<file path="src/pkg/cpu16_decoder_map.vh">
`ifndef CPU16_DECODER_MAP_VH
`define CPU16_DECODER_MAP_VH

// ------------------------------------------------------------
// Register byte offsets
// ------------------------------------------------------------
`define A_CTRL 8'h00
`define A_PSW 8'h04
`define A_IP 8'h08
`define A_BASE_FRAME 8'h0c
`define A_SRC_DST 8'h10
`define A_COUNT 8'h14
`define A_INFO 8'h18
`define A_EA_TARGET 8'h1c
`define A_OPERAND 8'h20
`define A_FIELDS 8'h24

// ------------------------------------------------------------
// Reset values and field positions
// ------------------------------------------------------------
`define RST_PSW 16'h0000
`define RST_WORD16 16'h0000
`define PSW_MASK 16'h0fd5
`define CTRL_EN 0
`define CTRL_RESUME 1
`define FLG_OF 11
`define FLG_DF 10
`define FLG_IF 9
`define FLG_TF 8
`define FLG_SF 7
`define FLG_ZF 6
`define FLG_AF 4
`define FLG_PF 2
`define FLG_CF 0

// ------------------------------------------------------------
// Opcodes and opcode patterns
// ------------------------------------------------------------
`define OP_JMP_NEAR 8'he9
`define OP_JMP_SHORT 8'heb
`define OP_JMP_FAR 8'hea
`define OP_GRP_FF 8'hff
`define OP_RET_NEAR 8'hc3
`define OP_RET_NEAR_IMM 8'hc2
`define OP_RET_FAR 8'hcb
`define OP_RET_FAR_IMM 8'hca
`define OP_JCC_HI 4'h7
`define OP_LOOPNZ 8'he0
`define OP_LOOPZ 8'he1
`define OP_LOOP 8'he2
`define OP_JUMP_IF_COUNT_ZERO 8'he3
`define OP_INT_N 8'hcd
`define OP_INT3 8'hcc
`define OP_INTO 8'hce
`define OP_INTERRUPT_RETURN 8'hcf
`define OP_CLC 8'hf8
`define OP_CMC 8'hf5
`define OP_STC 8'hf9
`define OP_CLD 8'hfc
`define OP_STD 8'hfd
`define OP_CLI 8'hfa
`define OP_STI 8'hfb
`define OP_HLT 8'hf4
`define OP_WAIT 8'h9b
`define OP_LOCK 8'hf0
`define OP_REP_HI 7'h79
`define OP_ESC_HI 5'h1b
`define OP_IMM_GRP_HI 6'h20
`define OP_SHIFT_HI 6'h34
`define OP_MOV_HI 6'h22
`define OP_SEG_FROM 8'h8c
`define OP_SEG_TO 8'h8e
`define SW_SEXT 2'h3
`define SW_WORD 2'h1
`define FF_JMP_IND 3'h4
`define FF_JMP_FAR_IND 3'h5

// ------------------------------------------------------------
// Addressing modes, segments, classes
// ------------------------------------------------------------
`define MOD_NODISP 2'h0
`define MOD_DISP8 2'h1
`define MOD_DISP16 2'h2
`define MOD_REG 2'h3
`define RM_FRAME 3'h6
`define SEG_EXTRA 2'h0
`define SEG_CODE 2'h1
`define SEG_STACK 2'h2
`define SEG_DATA 2'h3
`define CLS_OTHER 4'h0
`define CLS_JMP_NEAR 4'h1
`define CLS_JMP_SHORT 4'h2
`define CLS_JMP_FAR 4'h3
`define CLS_JMP_IND 4'h4
`define CLS_JMP_FAR_IND 4'h5
`define CLS_RET_NEAR 4'h6
`define CLS_RET_FAR 4'h7
`define CLS_JCC 4'h8
`define CLS_LOOP 4'h9
`define CLS_INT 4'ha
`define CLS_INTERRUPT_RETURN 4'hb
`define CLS_FLAG 4'hc
`define CLS_HALT_WAIT 4'hd
`define CLS_ESC 4'he
`define CLS_SHIFT 4'hf

`endif

</file>
<file path="src/design/opcode_classifier.v">
`include "cpu16_decoder_map.vh"
`default_nettype none

module opcode_classifier (
	input wire [7:0] op_in,
	output reg [3:0] cls_out,
	output reg modrm_out,
	output reg [2:0] imm_len_out,
	output reg prefix_out
);

// ------------------------------------------------------------
// First-byte classification
// ------------------------------------------------------------
// Class, mod/rm presence and number of trailing data bytes
always @* begin
	cls_out = `CLS_OTHER;
	modrm_out = 1'b0;
	imm_len_out = 3'h0;
	prefix_out = 1'b0;
	if (op_in[7:4] == `OP_JCC_HI) begin
		cls_out = `CLS_JCC;
		imm_len_out = 3'h1;
	end else if (op_in[7:3] == `OP_ESC_HI) begin
		cls_out = `CLS_ESC;
		modrm_out = 1'b1;
	end else if (op_in[7:2] == `OP_SHIFT_HI) begin
		cls_out = `CLS_SHIFT;
		modrm_out = 1'b1;
	end else if (op_in[7:2] == `OP_IMM_GRP_HI) begin
		modrm_out = 1'b1;
		// Two data bytes only for s:w = 01
		imm_len_out = (op_in[1:0] == `SW_WORD) ? 3'h2 : 3'h1;
	end else if (op_in[7:2] == `OP_MOV_HI || op_in == `OP_SEG_FROM ||
		op_in == `OP_SEG_TO || op_in == `OP_GRP_FF) begin
		modrm_out = 1'b1;
	end else if (op_in[7:1] == `OP_REP_HI || op_in == `OP_LOCK) begin
		prefix_out = 1'b1;
	end else begin
		case (op_in)
			`OP_JMP_NEAR: begin
				cls_out = `CLS_JMP_NEAR;
				imm_len_out = 3'h2;
			end
			`OP_JMP_SHORT: begin
				cls_out = `CLS_JMP_SHORT;
				imm_len_out = 3'h1;
			end
			`OP_JMP_FAR: begin
				cls_out = `CLS_JMP_FAR;
				imm_len_out = 3'h4;
			end
			`OP_RET_NEAR: cls_out = `CLS_RET_NEAR;
			`OP_RET_FAR: cls_out = `CLS_RET_FAR;
			`OP_RET_NEAR_IMM: begin
				cls_out = `CLS_RET_NEAR;
				imm_len_out = 3'h2;
			end
			`OP_RET_FAR_IMM: begin
				cls_out = `CLS_RET_FAR;
				imm_len_out = 3'h2;
			end
			`OP_LOOPNZ, `OP_LOOPZ, `OP_LOOP, `OP_JUMP_IF_COUNT_ZERO: begin
				cls_out = `CLS_LOOP;
				imm_len_out = 3'h1;
			end
			`OP_INT_N: begin
				cls_out = `CLS_INT;
				imm_len_out = 3'h1;
			end
			`OP_INT3, `OP_INTO: cls_out = `CLS_INT;
			`OP_INTERRUPT_RETURN: cls_out = `CLS_INTERRUPT_RETURN;
			`OP_CLC, `OP_CMC, `OP_STC, `OP_CLD, `OP_STD, `OP_CLI,
			`OP_STI: cls_out = `CLS_FLAG;
			`OP_HLT, `OP_WAIT: cls_out = `CLS_HALT_WAIT;
			default: cls_out = `CLS_OTHER;
		endcase
	end
end

endmodule

`default_nettype wire

</file>
<file path="src/design/cpu16_control_opcode_decoder.v">
`include "cpu16_decoder_map.vh"
`default_nettype none

module cpu16_control_opcode_decoder (
	input wire clk_in,
	input wire rst_in,
	input wire psel_in,
	input wire penable_in,
	input wire pwrite_in,
	input wire [7:0] paddr_in,
	input wire [31:0] pwdata_in,
	input wire [7:0] fetch_byte_in,
	input wire fetch_valid_in,
	output reg pready_out,
	output reg [31:0] prdata_out,
	output reg pslverr_out,
	output reg fetch_ready_out,
	output reg insn_done_out,
	output reg halted_out,
	output reg lock_out
);

// ------------------------------------------------------------
// Decoder states
// ------------------------------------------------------------
localparam S_OP = 3'h0;
localparam S_MODRM = 3'h1;
localparam S_DISP = 3'h2;
localparam S_IMM = 3'h3;
localparam S_EXEC = 3'h4;

// ------------------------------------------------------------
// Declarations
// ------------------------------------------------------------
reg ctrl_en; // Fetching enabled
reg [15:0] psw; // Processor status word
reg [15:0] ip; // Address of next byte
reg [15:0] base_register;
reg [15:0] frame_pointer;
reg [15:0] source_index;
reg [15:0] destination_index;
reg [15:0] count_register;
reg [2:0] state;
reg [2:0] next_state;
reg [7:0] opcode; // First byte
reg [7:0] modrm; // Second byte when present
reg [15:0] disp; // Displacement, already extended
reg [31:0] operand; // Trailing data bytes, low first
reg [1:0] idx; // Byte index within disp or data
reg [1:0] disp_len;
reg [2:0] imm_len;
reg [3:0] cls;
reg [3:0] len; // Instruction length in bytes
reg rep_pend; // Repeat prefix seen
reg rep_z; // z bit of the repeat prefix
reg insn_rep;
reg insn_lock;
reg taken;
reg valid;
reg [15:0] ea;
reg [15:0] target;
reg [7:0] shift_cnt;
reg [15:0] ea_calc;
reg [15:0] tgt_calc;
reg take_calc;
reg [31:0] rd_mux;
reg rd_hit;
wire [3:0] c_cls;
wire c_modrm;
wire [2:0] c_imm;
wire c_prefix;
wire accept = fetch_valid_in & fetch_ready_out;
wire apb_acc = psel_in & penable_in;
wire apb_wr = apb_acc & pready_out & pwrite_in;
wire resume = apb_wr && paddr_in == `A_CTRL && pwdata_in[`CTRL_RESUME];
wire [1:0] b_mod = fetch_byte_in[7:6];
wire [2:0] b_rm = fetch_byte_in[2:0];
wire [1:0] mod = modrm[7:6];
wire [2:0] rm = modrm[2:0];
wire [15:0] rel8 = {{8{operand[7]}}, operand[7:0]};
wire [15:0] cnt_m1 = count_register - 16'h0001;
wire rep_continue = insn_rep & (rep_z == psw[`FLG_ZF]);
reg [1:0] b_dlen; // Displacement size from incoming mod/rm

// ------------------------------------------------------------
// First-byte classifier
// ------------------------------------------------------------
opcode_classifier u_class (
	.op_in(fetch_byte_in),
	.cls_out(c_cls),
	.modrm_out(c_modrm),
	.imm_len_out(c_imm),
	.prefix_out(c_prefix)
);

// ------------------------------------------------------------
// Condition evaluation
// ------------------------------------------------------------
// Low opcode bit inverts the tested condition
function cond_met;
	input [3:0] cc;
	input [15:0] f;
	reg r;
	begin
		case (cc[3:1])
			3'h0: r = f[`FLG_OF];
			3'h1: r = f[`FLG_CF];
			3'h2: r = f[`FLG_ZF];
			3'h3: r = f[`FLG_CF] | f[`FLG_ZF];
			3'h4: r = f[`FLG_SF];
			3'h5: r = f[`FLG_PF];
			3'h6: r = f[`FLG_SF] ^ f[`FLG_OF];
			default: r = (f[`FLG_SF] ^ f[`FLG_OF]) | f[`FLG_ZF];
		endcase
		cond_met = r ^ cc[0];
	end
endfunction

// ------------------------------------------------------------
// Displacement size of an incoming mod/rm byte
// ------------------------------------------------------------
always @* begin
	case (b_mod)
		`MOD_DISP8: b_dlen = 2'h1;
		`MOD_DISP16: b_dlen = 2'h2;
		`MOD_NODISP: b_dlen = (b_rm == `RM_FRAME) ? 2'h2 : 2'h0;
		default: b_dlen = 2'h0;
	endcase
end

// ------------------------------------------------------------
// Next state
// ------------------------------------------------------------
always @* begin
	next_state = state;
	case (state)
		S_OP: begin
			if (accept && !c_prefix) begin
				if (c_modrm)
					next_state = S_MODRM;
				else
					next_state = (c_imm != 3'h0) ? S_IMM : S_EXEC;
			end
		end
		S_MODRM: begin
			if (accept) begin
				if (b_dlen != 2'h0)
					next_state = S_DISP;
				else
					next_state = (imm_len != 3'h0) ? S_IMM : S_EXEC;
			end
		end
		S_DISP: begin
			// Data bytes only after the displacement
			if (accept && idx == disp_len - 2'h1)
				next_state = (imm_len != 3'h0) ? S_IMM : S_EXEC;
		end
		S_IMM: begin
			if (accept && {1'b0, idx} == imm_len - 3'h1)
				next_state = S_EXEC;
		end
		default: next_state = S_OP;
	endcase
end

// ------------------------------------------------------------
// Effective address, branch target, branch decision
// ------------------------------------------------------------
always @* begin
	case (rm)
		3'h0: ea_calc = base_register + source_index;
		3'h1: ea_calc = base_register + destination_index;
		3'h2: ea_calc = frame_pointer + source_index;
		3'h3: ea_calc = frame_pointer + destination_index;
		3'h4: ea_calc = source_index;
		3'h5: ea_calc = destination_index;
		3'h6: ea_calc = frame_pointer;
		default: ea_calc = base_register;
	endcase
	ea_calc = ea_calc + disp;
	if (mod == `MOD_NODISP && rm == `RM_FRAME)
		ea_calc = disp;
	if (mod == `MOD_REG)
		ea_calc = 16'h0000;
	case (cls)
		`CLS_JMP_NEAR: tgt_calc = ip + operand[15:0];
		`CLS_JMP_SHORT, `CLS_JCC,
		`CLS_LOOP: tgt_calc = ip + rel8;
		`CLS_JMP_FAR: tgt_calc = operand[15:0];
		`CLS_JMP_IND, `CLS_JMP_FAR_IND: tgt_calc = ea_calc;
		default: tgt_calc = ip;
	endcase
	case (cls)
		`CLS_JMP_NEAR, `CLS_JMP_SHORT, `CLS_JMP_FAR, `CLS_JMP_IND,
		`CLS_JMP_FAR_IND: take_calc = 1'b1;
		`CLS_JCC: take_calc = cond_met(opcode[3:0], psw);
		`CLS_LOOP: begin
			case (opcode)
				`OP_LOOP: take_calc = cnt_m1 != 16'h0000;
				`OP_LOOPZ: take_calc = cnt_m1 != 16'h0000 && psw[`FLG_ZF];
				`OP_LOOPNZ: take_calc = cnt_m1 != 16'h0000 && !psw[`FLG_ZF];
				default: take_calc = count_register == 16'h0000;
			endcase
		end
		default: take_calc = 1'b0;
	endcase
end

// ------------------------------------------------------------
// Decoder and architectural state
// ------------------------------------------------------------
always @(posedge clk_in or posedge rst_in) begin
	if (rst_in) begin
		state <= S_OP;
		psw <= `RST_PSW;
		ip <= `RST_WORD16;
		count_register <= `RST_WORD16;
		opcode <= 8'h00;
		modrm <= 8'h00;
		disp <= 16'h0000;
		operand <= 32'h00000000;
		idx <= 2'h0;
		disp_len <= 2'h0;
		imm_len <= 3'h0;
		cls <= `CLS_OTHER;
		len <= 4'h0;
		rep_pend <= 1'b0;
		rep_z <= 1'b0;
		insn_rep <= 1'b0;
		insn_lock <= 1'b0;
		taken <= 1'b0;
		valid <= 1'b0;
		ea <= 16'h0000;
		target <= 16'h0000;
		shift_cnt <= 8'h00;
		insn_done_out <= 1'b0;
		halted_out <= 1'b0;
		lock_out <= 1'b0;
		fetch_ready_out <= 1'b0;
	end else begin
		state <= next_state;
		insn_done_out <= 1'b0;
		// Software writes first; decoder effects below override
		if (apb_wr && paddr_in == `A_PSW)
			psw <= pwdata_in[15:0] & `PSW_MASK;
		if (apb_wr && paddr_in == `A_IP)
			ip <= pwdata_in[15:0];
		if (apb_wr && paddr_in == `A_COUNT)
			count_register <= pwdata_in[15:0];
		if (resume)
			halted_out <= 1'b0;
		if (accept)
			ip <= ip + 16'h0001;
		case (state)
			S_OP: begin
				if (accept && c_prefix) begin
					if (fetch_byte_in == `OP_LOCK)
						lock_out <= 1'b1;
					else begin
						rep_pend <= 1'b1;
						rep_z <= fetch_byte_in[0];
					end
				end else if (accept) begin
					opcode <= fetch_byte_in;
					cls <= c_cls;
					imm_len <= c_imm;
					len <= 4'h1;
					modrm <= 8'h00;
					disp <= 16'h0000;
					operand <= 32'h00000000;
					idx <= 2'h0;
				end
			end
			S_MODRM: begin
				if (accept) begin
					modrm <= fetch_byte_in;
					disp_len <= b_dlen;
					len <= len + 4'h1;
					if (opcode == `OP_GRP_FF) begin
						if (fetch_byte_in[5:3] == `FF_JMP_IND)
							cls <= `CLS_JMP_IND;
						else if (fetch_byte_in[5:3] == `FF_JMP_FAR_IND)
							cls <= `CLS_JMP_FAR_IND;
					end
				end
			end
			S_DISP: begin
				if (accept) begin
					len <= len + 4'h1;
					if (idx == 2'h0) begin
						disp[7:0] <= fetch_byte_in;
						disp[15:8] <= {8{fetch_byte_in[7]}};
					end else
						disp[15:8] <= fetch_byte_in;
					idx <= (next_state == S_DISP) ? idx + 2'h1 : 2'h0;
				end
			end
			S_IMM: begin
				if (accept) begin
					len <= len + 4'h1;
					idx <= idx + 2'h1;
					case (idx)
						2'h0: operand[7:0] <= fetch_byte_in;
						2'h1: operand[15:8] <= fetch_byte_in;
						2'h2: operand[23:16] <= fetch_byte_in;
						default: operand[31:24] <= fetch_byte_in;
					endcase
					// Byte data with s:w = 11 widens to a word
					if (idx == 2'h0 && opcode[7:2] == `OP_IMM_GRP_HI &&
						opcode[1:0] == `SW_SEXT)
						operand[15:8] <= {8{fetch_byte_in[7]}};
				end
			end
			S_EXEC: begin
				valid <= 1'b1;
				insn_done_out <= 1'b1;
				ea <= ea_calc;
				target <= tgt_calc;
				taken <= take_calc;
				insn_rep <= rep_pend;
				rep_pend <= 1'b0;
				insn_lock <= lock_out;
				lock_out <= 1'b0;
				shift_cnt <= opcode[1] ? count_register[7:0] : 8'h01;
				if (take_calc && cls != `CLS_JMP_IND &&
					cls != `CLS_JMP_FAR_IND)
					ip <= tgt_calc;
				if (cls == `CLS_LOOP && opcode != `OP_JUMP_IF_COUNT_ZERO)
					count_register <= cnt_m1;
				if (opcode == `OP_HLT)
					halted_out <= 1'b1;
				case (opcode)
					`OP_CLC: psw[`FLG_CF] <= 1'b0;
					`OP_CMC: psw[`FLG_CF] <= ~psw[`FLG_CF];
					`OP_STC: psw[`FLG_CF] <= 1'b1;
					`OP_CLD: psw[`FLG_DF] <= 1'b0;
					`OP_STD: psw[`FLG_DF] <= 1'b1;
					`OP_CLI: psw[`FLG_IF] <= 1'b0;
					`OP_STI: psw[`FLG_IF] <= 1'b1;
					default: psw[`FLG_TF] <= psw[`FLG_TF];
				endcase
			end
			default: len <= len;
		endcase
		// No byte taken while an instruction completes or when halted
		// A halt that completes wins over a resume in the same cycle
		fetch_ready_out <= ctrl_en && next_state != S_EXEC &&
			!(state == S_EXEC && opcode == `OP_HLT) &&
			(resume || !halted_out);
	end
end

// ------------------------------------------------------------
// Software-written configuration registers
// ------------------------------------------------------------
always @(posedge clk_in or posedge rst_in) begin
	if (rst_in) begin
		ctrl_en <= 1'b0;
		base_register <= `RST_WORD16;
		frame_pointer <= `RST_WORD16;
		source_index <= `RST_WORD16;
		destination_index <= `RST_WORD16;
	end else if (apb_wr) begin
		case (paddr_in)
			`A_CTRL: ctrl_en <= pwdata_in[`CTRL_EN];
			`A_BASE_FRAME: begin
				base_register <= pwdata_in[15:0];
				frame_pointer <= pwdata_in[31:16];
			end
			`A_SRC_DST: begin
				source_index <= pwdata_in[15:0];
				destination_index <= pwdata_in[31:16];
			end
			default: ctrl_en <= ctrl_en;
		endcase
	end
end

// ------------------------------------------------------------
// Read data selection
// ------------------------------------------------------------
always @* begin
	rd_hit = 1'b1;
	case (paddr_in)
		`A_CTRL: rd_mux = {30'h0, halted_out, ctrl_en};
		`A_PSW: rd_mux = {16'h0000, psw};
		`A_IP: rd_mux = {16'h0000, ip};
		`A_BASE_FRAME: rd_mux = {frame_pointer, base_register};
		`A_SRC_DST: rd_mux = {destination_index, source_index};
		`A_COUNT: rd_mux = {16'h0000, count_register};
		`A_INFO: rd_mux = {valid, halted_out, opcode[1], opcode[0],
			insn_lock, rep_continue, insn_rep, taken, len, cls,
			modrm, opcode};
		`A_EA_TARGET: rd_mux = {target, ea};
		`A_OPERAND: rd_mux = operand;
		// Byte registers 100..111 are the high halves
		`A_FIELDS: rd_mux = {12'h000, shift_cnt, mod == `MOD_REG,
			~opcode[0] & modrm[5], modrm[4:3], mod, rm,
			modrm[5:3]};
		default: begin
			rd_mux = 32'h00000000;
			rd_hit = 1'b0;
		end
	endcase
end

// ------------------------------------------------------------
// APB answer: one wait state in every access
// ------------------------------------------------------------
always @(posedge clk_in or posedge rst_in) begin
	if (rst_in) begin
		pready_out <= 1'b0;
		prdata_out <= 32'h00000000;
		pslverr_out <= 1'b0;
	end else begin
		pready_out <= apb_acc & ~pready_out;
		if (apb_acc && !pready_out) begin
			prdata_out <= pwrite_in ? 32'h00000000 : rd_mux;
			pslverr_out <= ~rd_hit;
		end else begin
			prdata_out <= 32'h00000000;
			pslverr_out <= 1'b0;
		end
	end
end

endmodule

`default_nettype wire

</file>
<file path="config.mk">
export PLATFORM = sky130hd
export DESIGN_NAME = cpu16_control_opcode_decoder
export DESIGN_NICKNAME = d
export VERILOG_FILES = /design/src/design/opcode_classifier.v /design/src/design/cpu16_control_opcode_decoder.v
export VERILOG_INCLUDE_DIRS = /design/src /design/src/pkg
export SDC_FILE = /design/constraint.sdc
export NUM_CORES = 1
export LEC_CHECK = 0
export BUFFER_PORTS_ARGS = -buffer_cell sky130_fd_sc_hd__buf_2
export CELL_PAD_IN_SITES_DETAIL_PLACEMENT = 1
export CELL_PAD_IN_SITES_GLOBAL_PLACEMENT = 1
export CORE_MARGIN = 4
export CORE_UTILIZATION = 25
export DETAILED_ROUTE_END_ITERATION = 12
export GPL_TIMING_DRIVEN = 0
export PLACE_DENSITY_LB_ADDON = 0.12
export SLEW_MARGIN = 20
export SYNTH_ARGS = -nofsm -noshare
export SYNTH_HDL_FRONTEND = slang
export SYNTH_SLANG_ARGS = --single-unit
</file>
<file path="constraint.sdc">
create_clock -name clk_in -period 10.7 [get_ports clk_in]
set_input_delay 1.07 -clock clk_in [delete_from_list [all_inputs] [get_ports clk_in]]
set_output_delay 1.07 -clock clk_in [all_outputs]
set_load 0.01 [all_outputs]
</file>
Word-level counts from Yosys, hierarchy flattened
Cells that the tools add are included.
{"block": "classes", "n_addsub": 13, "eq_ne": 114, "n_mux": 110, "bitwise_logic": 17, "reduce_logical": 83}
{"cell": "equality test 8 bit, second input constant", "count": 40}
{"cell": "case mux 32 bit (10 select lines)", "count": 1}
{"cell": "2-to-1 mux 16 bit", "count": 12}
{"cell": "2-to-1 mux 32 bit", "count": 5}
{"cell": "adder 16 bit", "count": 7}
{"cell": "case mux 16 bit (7 select lines)", "count": 1}
{"cell": "2-to-1 mux 8 bit", "count": 9}
{"cell": "case mux 16 bit (4 select lines)", "count": 1}
{"cell": "case mux 32 bit (2 select lines)", "count": 1}
{"cell": "2-to-1 mux 4 bit", "count": 15}
{"cell": "2-to-1 mux 3 bit", "count": 15}
{"cell": "case mux 4 bit (10 select lines)", "count": 1}
{"cell": "equality test 8 x 5 -> 1 bit, second input constant", "count": 4}
{"cell": "case mux 16 bit (2 select lines)", "count": 1}
{"cell": "equality test 3 bit, second input constant", "count": 10}
{"cell": "AND reduction 5 bit", "count": 6}
{"cell": "!= test 2 bit, second input constant", "count": 13}
{"cell": "equality test 6 bit, second input constant", "count": 4}
{"cell": "2-to-1 mux 1 bit", "count": 24}
{"cell": "logical AND 1 bit", "count": 22}
{"cell": "equality test 3 x 2 -> 1 bit, second input constant", "count": 7}
{"cell": "adder 16 x 1 -> 16 bit, second input constant", "count": 1}
{"cell": "equality test 8 x 4 -> 1 bit, second input constant", "count": 2}
{"cell": "equality test 8 x 6 -> 1 bit, second input constant", "count": 2}
{"cell": "58 further kinds", "count": 133}
{"block": "word_totals", "regBits": 272, "output_inout_bits": 38, "wordCells": 377}

Depth between registers and ports, before layout
{"block": "logic_depth", "ltp_word": 18, "mapped_depth": 29, "depth_no_buf": 26}

Cells and area by module
A second synthesis with hierarchy kept.
{"block": "unflattened", "hier_cells": 2003, "area_unflattened_um2": 17987.3}
{"module": "cpu16_control_opcode_decoder", "n_inst": 1, "cells_per_inst": 1929, "area_per_inst_um2": 17549.3}
{"module": "opcode_classifier", "n_inst": 1, "cells_per_inst": 74, "area_per_inst_um2": 437.9}

Worst setup path after synthesis
Ideal clock, no wire load.
{"block": "synth_timing", "path_type": "flip-flop to flip-flop", "from": "register modrm[2]", "to": "register target[15]", "setup_ns": 0.134, "arrival_time_ns": 5.516, "path_slack_ns": 5.050, "stages_incl_launch_ff": 29, "cell_sequence": "dfrtp_1 > clkbuf_1 > nor2_1 > and2_0 > clkbuf_1 > clkbuf_1 > mux2_2 > ha_1 > fa_1 > a21oi_1 > o21bai_1 > a21o_1 > a21o_1 > a21oi_1 > o21bai_1 > xor2_1 > a22oi_1 > a21oi_1 > ha_1 > a21o_1 > a21o_1 > a21o_1 > a41oi_1 > o21ai_0 > o21ai_0 > o21ai_0 > a21oi_2 > mux2i_1 > o211ai_1"}
{"block": "synth_via", "elab_chain_len": 6}
{"item": "from (decl)", "line_no": "cpu16_control_opcode_decoder.v:46", "rtl": "reg [7:0] modrm;"}
{"item": "from (signal assigned)", "line_no": "cpu16_control_opcode_decoder.v:276", "rtl": "modrm <= fetch_byte_in;"}
{"item": "equality test 3 bit, or another cell as far along", "line_no": "cpu16_control_opcode_decoder.v:170", "rtl": "case (rm)"}
{"item": "case mux 16 bit (7 select lines)", "line_no": "cpu16_control_opcode_decoder.v:170"}
{"item": "adder 16 bit", "line_no": "cpu16_control_opcode_decoder.v:180", "rtl": "ea_calc = ea_calc + disp;"}
{"item": "2-to-1 mux 16 bit *", "line_no": "cpu16_control_opcode_decoder.v:181", "rtl": "if (mod == `MOD_NODISP && rm == `RM_FRAME)"}
{"item": "2-to-1 mux 16 bit *", "line_no": "cpu16_control_opcode_decoder.v:183", "rtl": "if (mod == `MOD_REG)"}
{"item": "case mux 16 bit (4 select lines) *", "line_no": "cpu16_control_opcode_decoder.v:185", "rtl": "case (cls)"}
{"item": "to (signal assigned)", "line_no": "cpu16_control_opcode_decoder.v:318", "rtl": "target <= tgt_calc;"}
{"item": "to (decl)", "line_no": "cpu16_control_opcode_decoder.v:61", "rtl": "reg [15:0] target;"}
Every way passes the cells marked *; elsewhere a longest branch is shown, timed or not.
A chain may end at the register's enable or synchronous reset.

Worst setup path after layout
{"block": "layout_timing", "from": "register modrm[2]", "to": "register ip[9]"}
{"block": "layout_via", "elab_chain_len": 8}
{"item": "equality test 3 bit, or another cell as far along", "line_no": "cpu16_control_opcode_decoder.v:170"}
{"item": "case mux 16 bit (7 select lines)", "line_no": "cpu16_control_opcode_decoder.v:170"}
{"item": "adder 16 bit", "line_no": "cpu16_control_opcode_decoder.v:180"}
{"item": "2-to-1 mux 16 bit *", "line_no": "cpu16_control_opcode_decoder.v:181"}
{"item": "2-to-1 mux 16 bit *", "line_no": "cpu16_control_opcode_decoder.v:183"}
{"item": "case mux 16 bit (4 select lines) *", "line_no": "cpu16_control_opcode_decoder.v:185"}
{"item": "2-to-1 mux 16 bit *", "line_no": "cpu16_control_opcode_decoder.v:325", "rtl": "if (take_calc && cls != `CLS_JMP_IND &&"}
{"item": "2-to-1 mux 16 bit *", "line_no": "cpu16_control_opcode_decoder.v:254", "rtl": "case (state)"}
{"item": "to (signal assigned)", "line_no": "cpu16_control_opcode_decoder.v:247", "rtl": "ip <= pwdata_in[15:0];"}
{"item": "to (signal assigned)", "line_no": "cpu16_control_opcode_decoder.v:253", "rtl": "ip <= ip + 16'h0001;"}
{"item": "to (signal assigned)", "line_no": "cpu16_control_opcode_decoder.v:327", "rtl": "ip <= tgt_calc;"}
{"item": "to (decl)", "line_no": "cpu16_control_opcode_decoder.v:37", "rtl": "reg [15:0] ip;"}
Marked as above.

==> out/metrics.cfg <==
[synth]
ys_types = 79
ys_ff_latch = 272
netlist_area_um2 = 17600
synth_cells = 1941
syn_nets = 2073
synth_ff_type = dfrtp_1
synth_top_area_share = 0.387
synth-edff-count = 0
seq_area_frac_synth = 0.387
synth.largest_area_cell = dfrtp_1
syn_area_per_cell_um2 = 9.06
ys.warnings.count = 0
synth_async_sr_flop_share = 1.00
yosys-top-cells-area = dfrtp_1, mux2_2, nand2_1, ha_1, o21ai_0

[timing]
setup_violations = 0
hold_violations = 0
rsz0062_at_grt = false
finalMaxSlewViolations = 0
finalWorstSetupSlack_ns = 2.44
fin_crit_ns = 8.26
worstMarginPinSlew_ns = 1.32
slew-limit-headroom = 0.112
skew_ns = 0.0322
fin_crit_sh = 0.772
fmax_mhz = 121

[placement]
port_buffers = 86
place_area_um2 = 19300
hpwlAfterDp_mm = 69.4
dp_slack_ns = 2.55
gp_congestion = 0.919

[power_and_ir_drop]
seqPwrFrac = 0.419
ir_worst_vdd_mv = 0.0877
power_frac_comb = 0.051
p_switching_uw = 636
power.density_nw_per_um2 = 122
internal_power_uw = 1870
clock_power_share = 0.530
p_leak_uw = 0.00932
swShare = 0.254

[clock_network]
cts_resized = 0
cts_root_buf = clkbuf_16
clk_latency_ns = 0.58
clkSinkCount = 272
clockBufferDepth = 3
clkTransAtPathRegs_ns = 0.06
numCtsBuffers = 37
post_cts_buffers = 0
htreeDepth = 2
cts_tree = done
cts_hold_repair.buffers = 0

[finish]
syn2layout_area_growth_pct = 16.8
layout-drive-gt1-share = 0.151
multi_input_area_um2 = 10000
nets = 2201
fillers = 8152
final_util = 0.297
seqCellArea_um2 = 6810
final_area_um2 = 20500

[worst_setup_path]
critPathLaunchType = register
critPathArrivalTime_ns = 8.65
crit_fanout = 10
path_class = register to register
cp_slowest_stage_delay_ns = 0.76
end_kind = register
r2r_slack_ns = 2.44
worst-path-buf-inv = 3
critPathTopFamily = compound AO/OA/AOI/OAI gates
cp_slowest_cell = a21boi_0
required_ns = 11.09

[outcome]
status = complete, no violations

[min_path]
min_path_type = register to register

[grt]
grt_max_degree = 94
grt_pass1_vias = 16900
grt.total_usage = 0.233
gr-total-overflow = 0
grt_pass1_wl_mm = 126
grt_antenna_before_repair = 7

[routing]
postRouteAntennaNets = 0
via_per_inst = 5.54
route.vias.total = 16800
first_iter_violations = 1460
post_drt_wl_per_cell_um = 29.3
wl_mm = 88.8
dr.pass1.iters = 8
drcViolationCount = 0

[floorplan]
die_area_um2 = 74600
row_count = 96
start_util = 0.254
die_w_um = 273
die_h_um = 273
core_area_um2 = 69200
io-pin-count = 92

[job]
drv_cap = 0

[worst reg2reg max path, stage by stage, from the launching register on]
cell and delay (ns):
dfrtp_1 0.46, clkbuf_1 0.35, nor2_1 0.33, and2_0 0.17, clkbuf_1 0.39, clkbuf_1 0.62
mux2_2 0.42, ha_1 0.22, fa_1 0.45, a21oi_1 0.20, o21bai_1 0.12, a21o_1 0.20
a21o_1 0.20, xnor2_1 0.14, nor2_1 0.09, a211oi_1 0.06, a211oi_1 0.74, ha_1 0.43
a211o_1 0.32, nor2_1 0.09, o21ai_0 0.13, a21oi_1 0.22, xor2_1 0.18, a21oi_1 0.22
a222oi_1 0.41, a21boi_0 0.76, mux2i_1 0.16
[stage by stage]
stage / std cells / power [uW] / TNS [ns] / hold WS [ns]
3_3_place_gp: 2958 / 1190 / -533.99 / 0.462
4_1_cts: 3027 / 2530 / 0 / 0.482
2_1_floorplan: 1941 / 1130 / 0 / 0.436
5_1_grt: 3027 / 2580 / 0 / 0.507
3_5_place_dp: 2961 / 1200 / 0 / 0.464
6_report: 3030 / 2500 / 0 / 0.483
[layer usage]
layer	part of all wire	routed length (um)	up-vias	global-route usage
met5	0	0	-	0
met4	0.034	3060	0	0.0760
met3	0.049	4340	120	0.0293
met2	0.46	40700	480	0.377
met1	0.46	40700	8729	0.322
li1	-	-	7454	-
[sequential cells by signal, summed over array words and instances, names as in the netlist, 2 cells and up]
register,flops
disp,16
imm_len,3
psw,9
disp_len,2
prdata_out,32
len,4
opcode,8
source_index,16
cls,4
ip,16
destination_index,16
count_register,16
state,3
operand,32
frame_pointer,16
ea,16
target,16
base_register,16
modrm,8
idx,2
shift_cnt,8
[cells in the final DEF (no fill, tap or decap), types with 17 or more instances in the layout]
cell and n:
a22oi_1 57, mux2i_1 24, nor3_1 31, a222oi_1 30
a22o_1 19, nand2b_1 17, xnor2_1 41, nand3_1 61
buf_2 92, dfrtp_1 272, nor2_1 130, ha_1 74
a31oi_1 43, mux2_2 126, nand2_1 253, inv_1 58
o21ai_0 155, and3_1 17, a221oi_1 21, xor2_1 27
clkbuf_16 37, clkbuf_1 103, a21oi_1 107, a211oi_1 20
a21o_1 33
[synth_stat cells, drive strengths merged (15+ instances only)]
master  instances
a21oi         109
nand2         254
inv            60
a21o           33
ha             74
a221oi         21
mux2i          25
a222oi         30
nand3          63
mux2          126
xnor2          41
clkbuf         99
xor2           27
o21ai         166
o221ai         15
nor2          133
buf            18
nand4          15
a31oi          43
nor3           32
dfrtp         272
a22o           19
nand2b         18
and3           18
a22oi          57
a211oi         21
[final cells by class]
cell class,count,share of cell area
Sequential cell,272,0.332
Tap cell,931,0.0568
Multi-Input combinational cell,1492,0.489
Buffer,117,0.0243
Timing Repair Buffer,89,0.0250
Antenna cell,3,0.000366
Clock inverter,17,0.0115
Clock buffer,49,0.0497
Inverter,60,0.0113
[path summary, 6_finish.rpt]
| kind | endpoint | start | cells past startpoint |
|---|---|---|---|
| worst max-delay path | ip[9] | modrm[2] | 26 |
| worst min-delay path | shift_cnt[4] | shift_cnt[4] | 2 |
| worst max register to register | ip[9] | modrm[2] | 26 |
| worst min register to register | shift_cnt[4] | shift_cnt[4] | 2 |
| max in group asynchronous | prdata_out[26] | rst_in | 4 |
| min in group asynchronous | disp_len[0] | rst_in | 2 |
[kinds of logic after synthesis]
kind of cell / share of synthesized area
simple gates: 0.152
flops: 0.387
xor+xnor: 0.0339
fa+ha+maj: 0.0572
mux: 0.102
buf+inv: 0.0412
compound gates: 0.226
[power groups by stage]
stage / Sequential [uW] / Combinational (uW) / Clock, uW
2_1_floorplan: 1060 / 68.7 / 0
3_3_place_gp: 1070 / 123 / 0
3_5_place_dp: 1070 / 129 / 0
4_1_cts: 1050 / 130 / 1360
5_1_grt: 1050 / 141 / 1390
6_report: 1050 / 128 / 1330
Power figures use the tool's default switching activity.
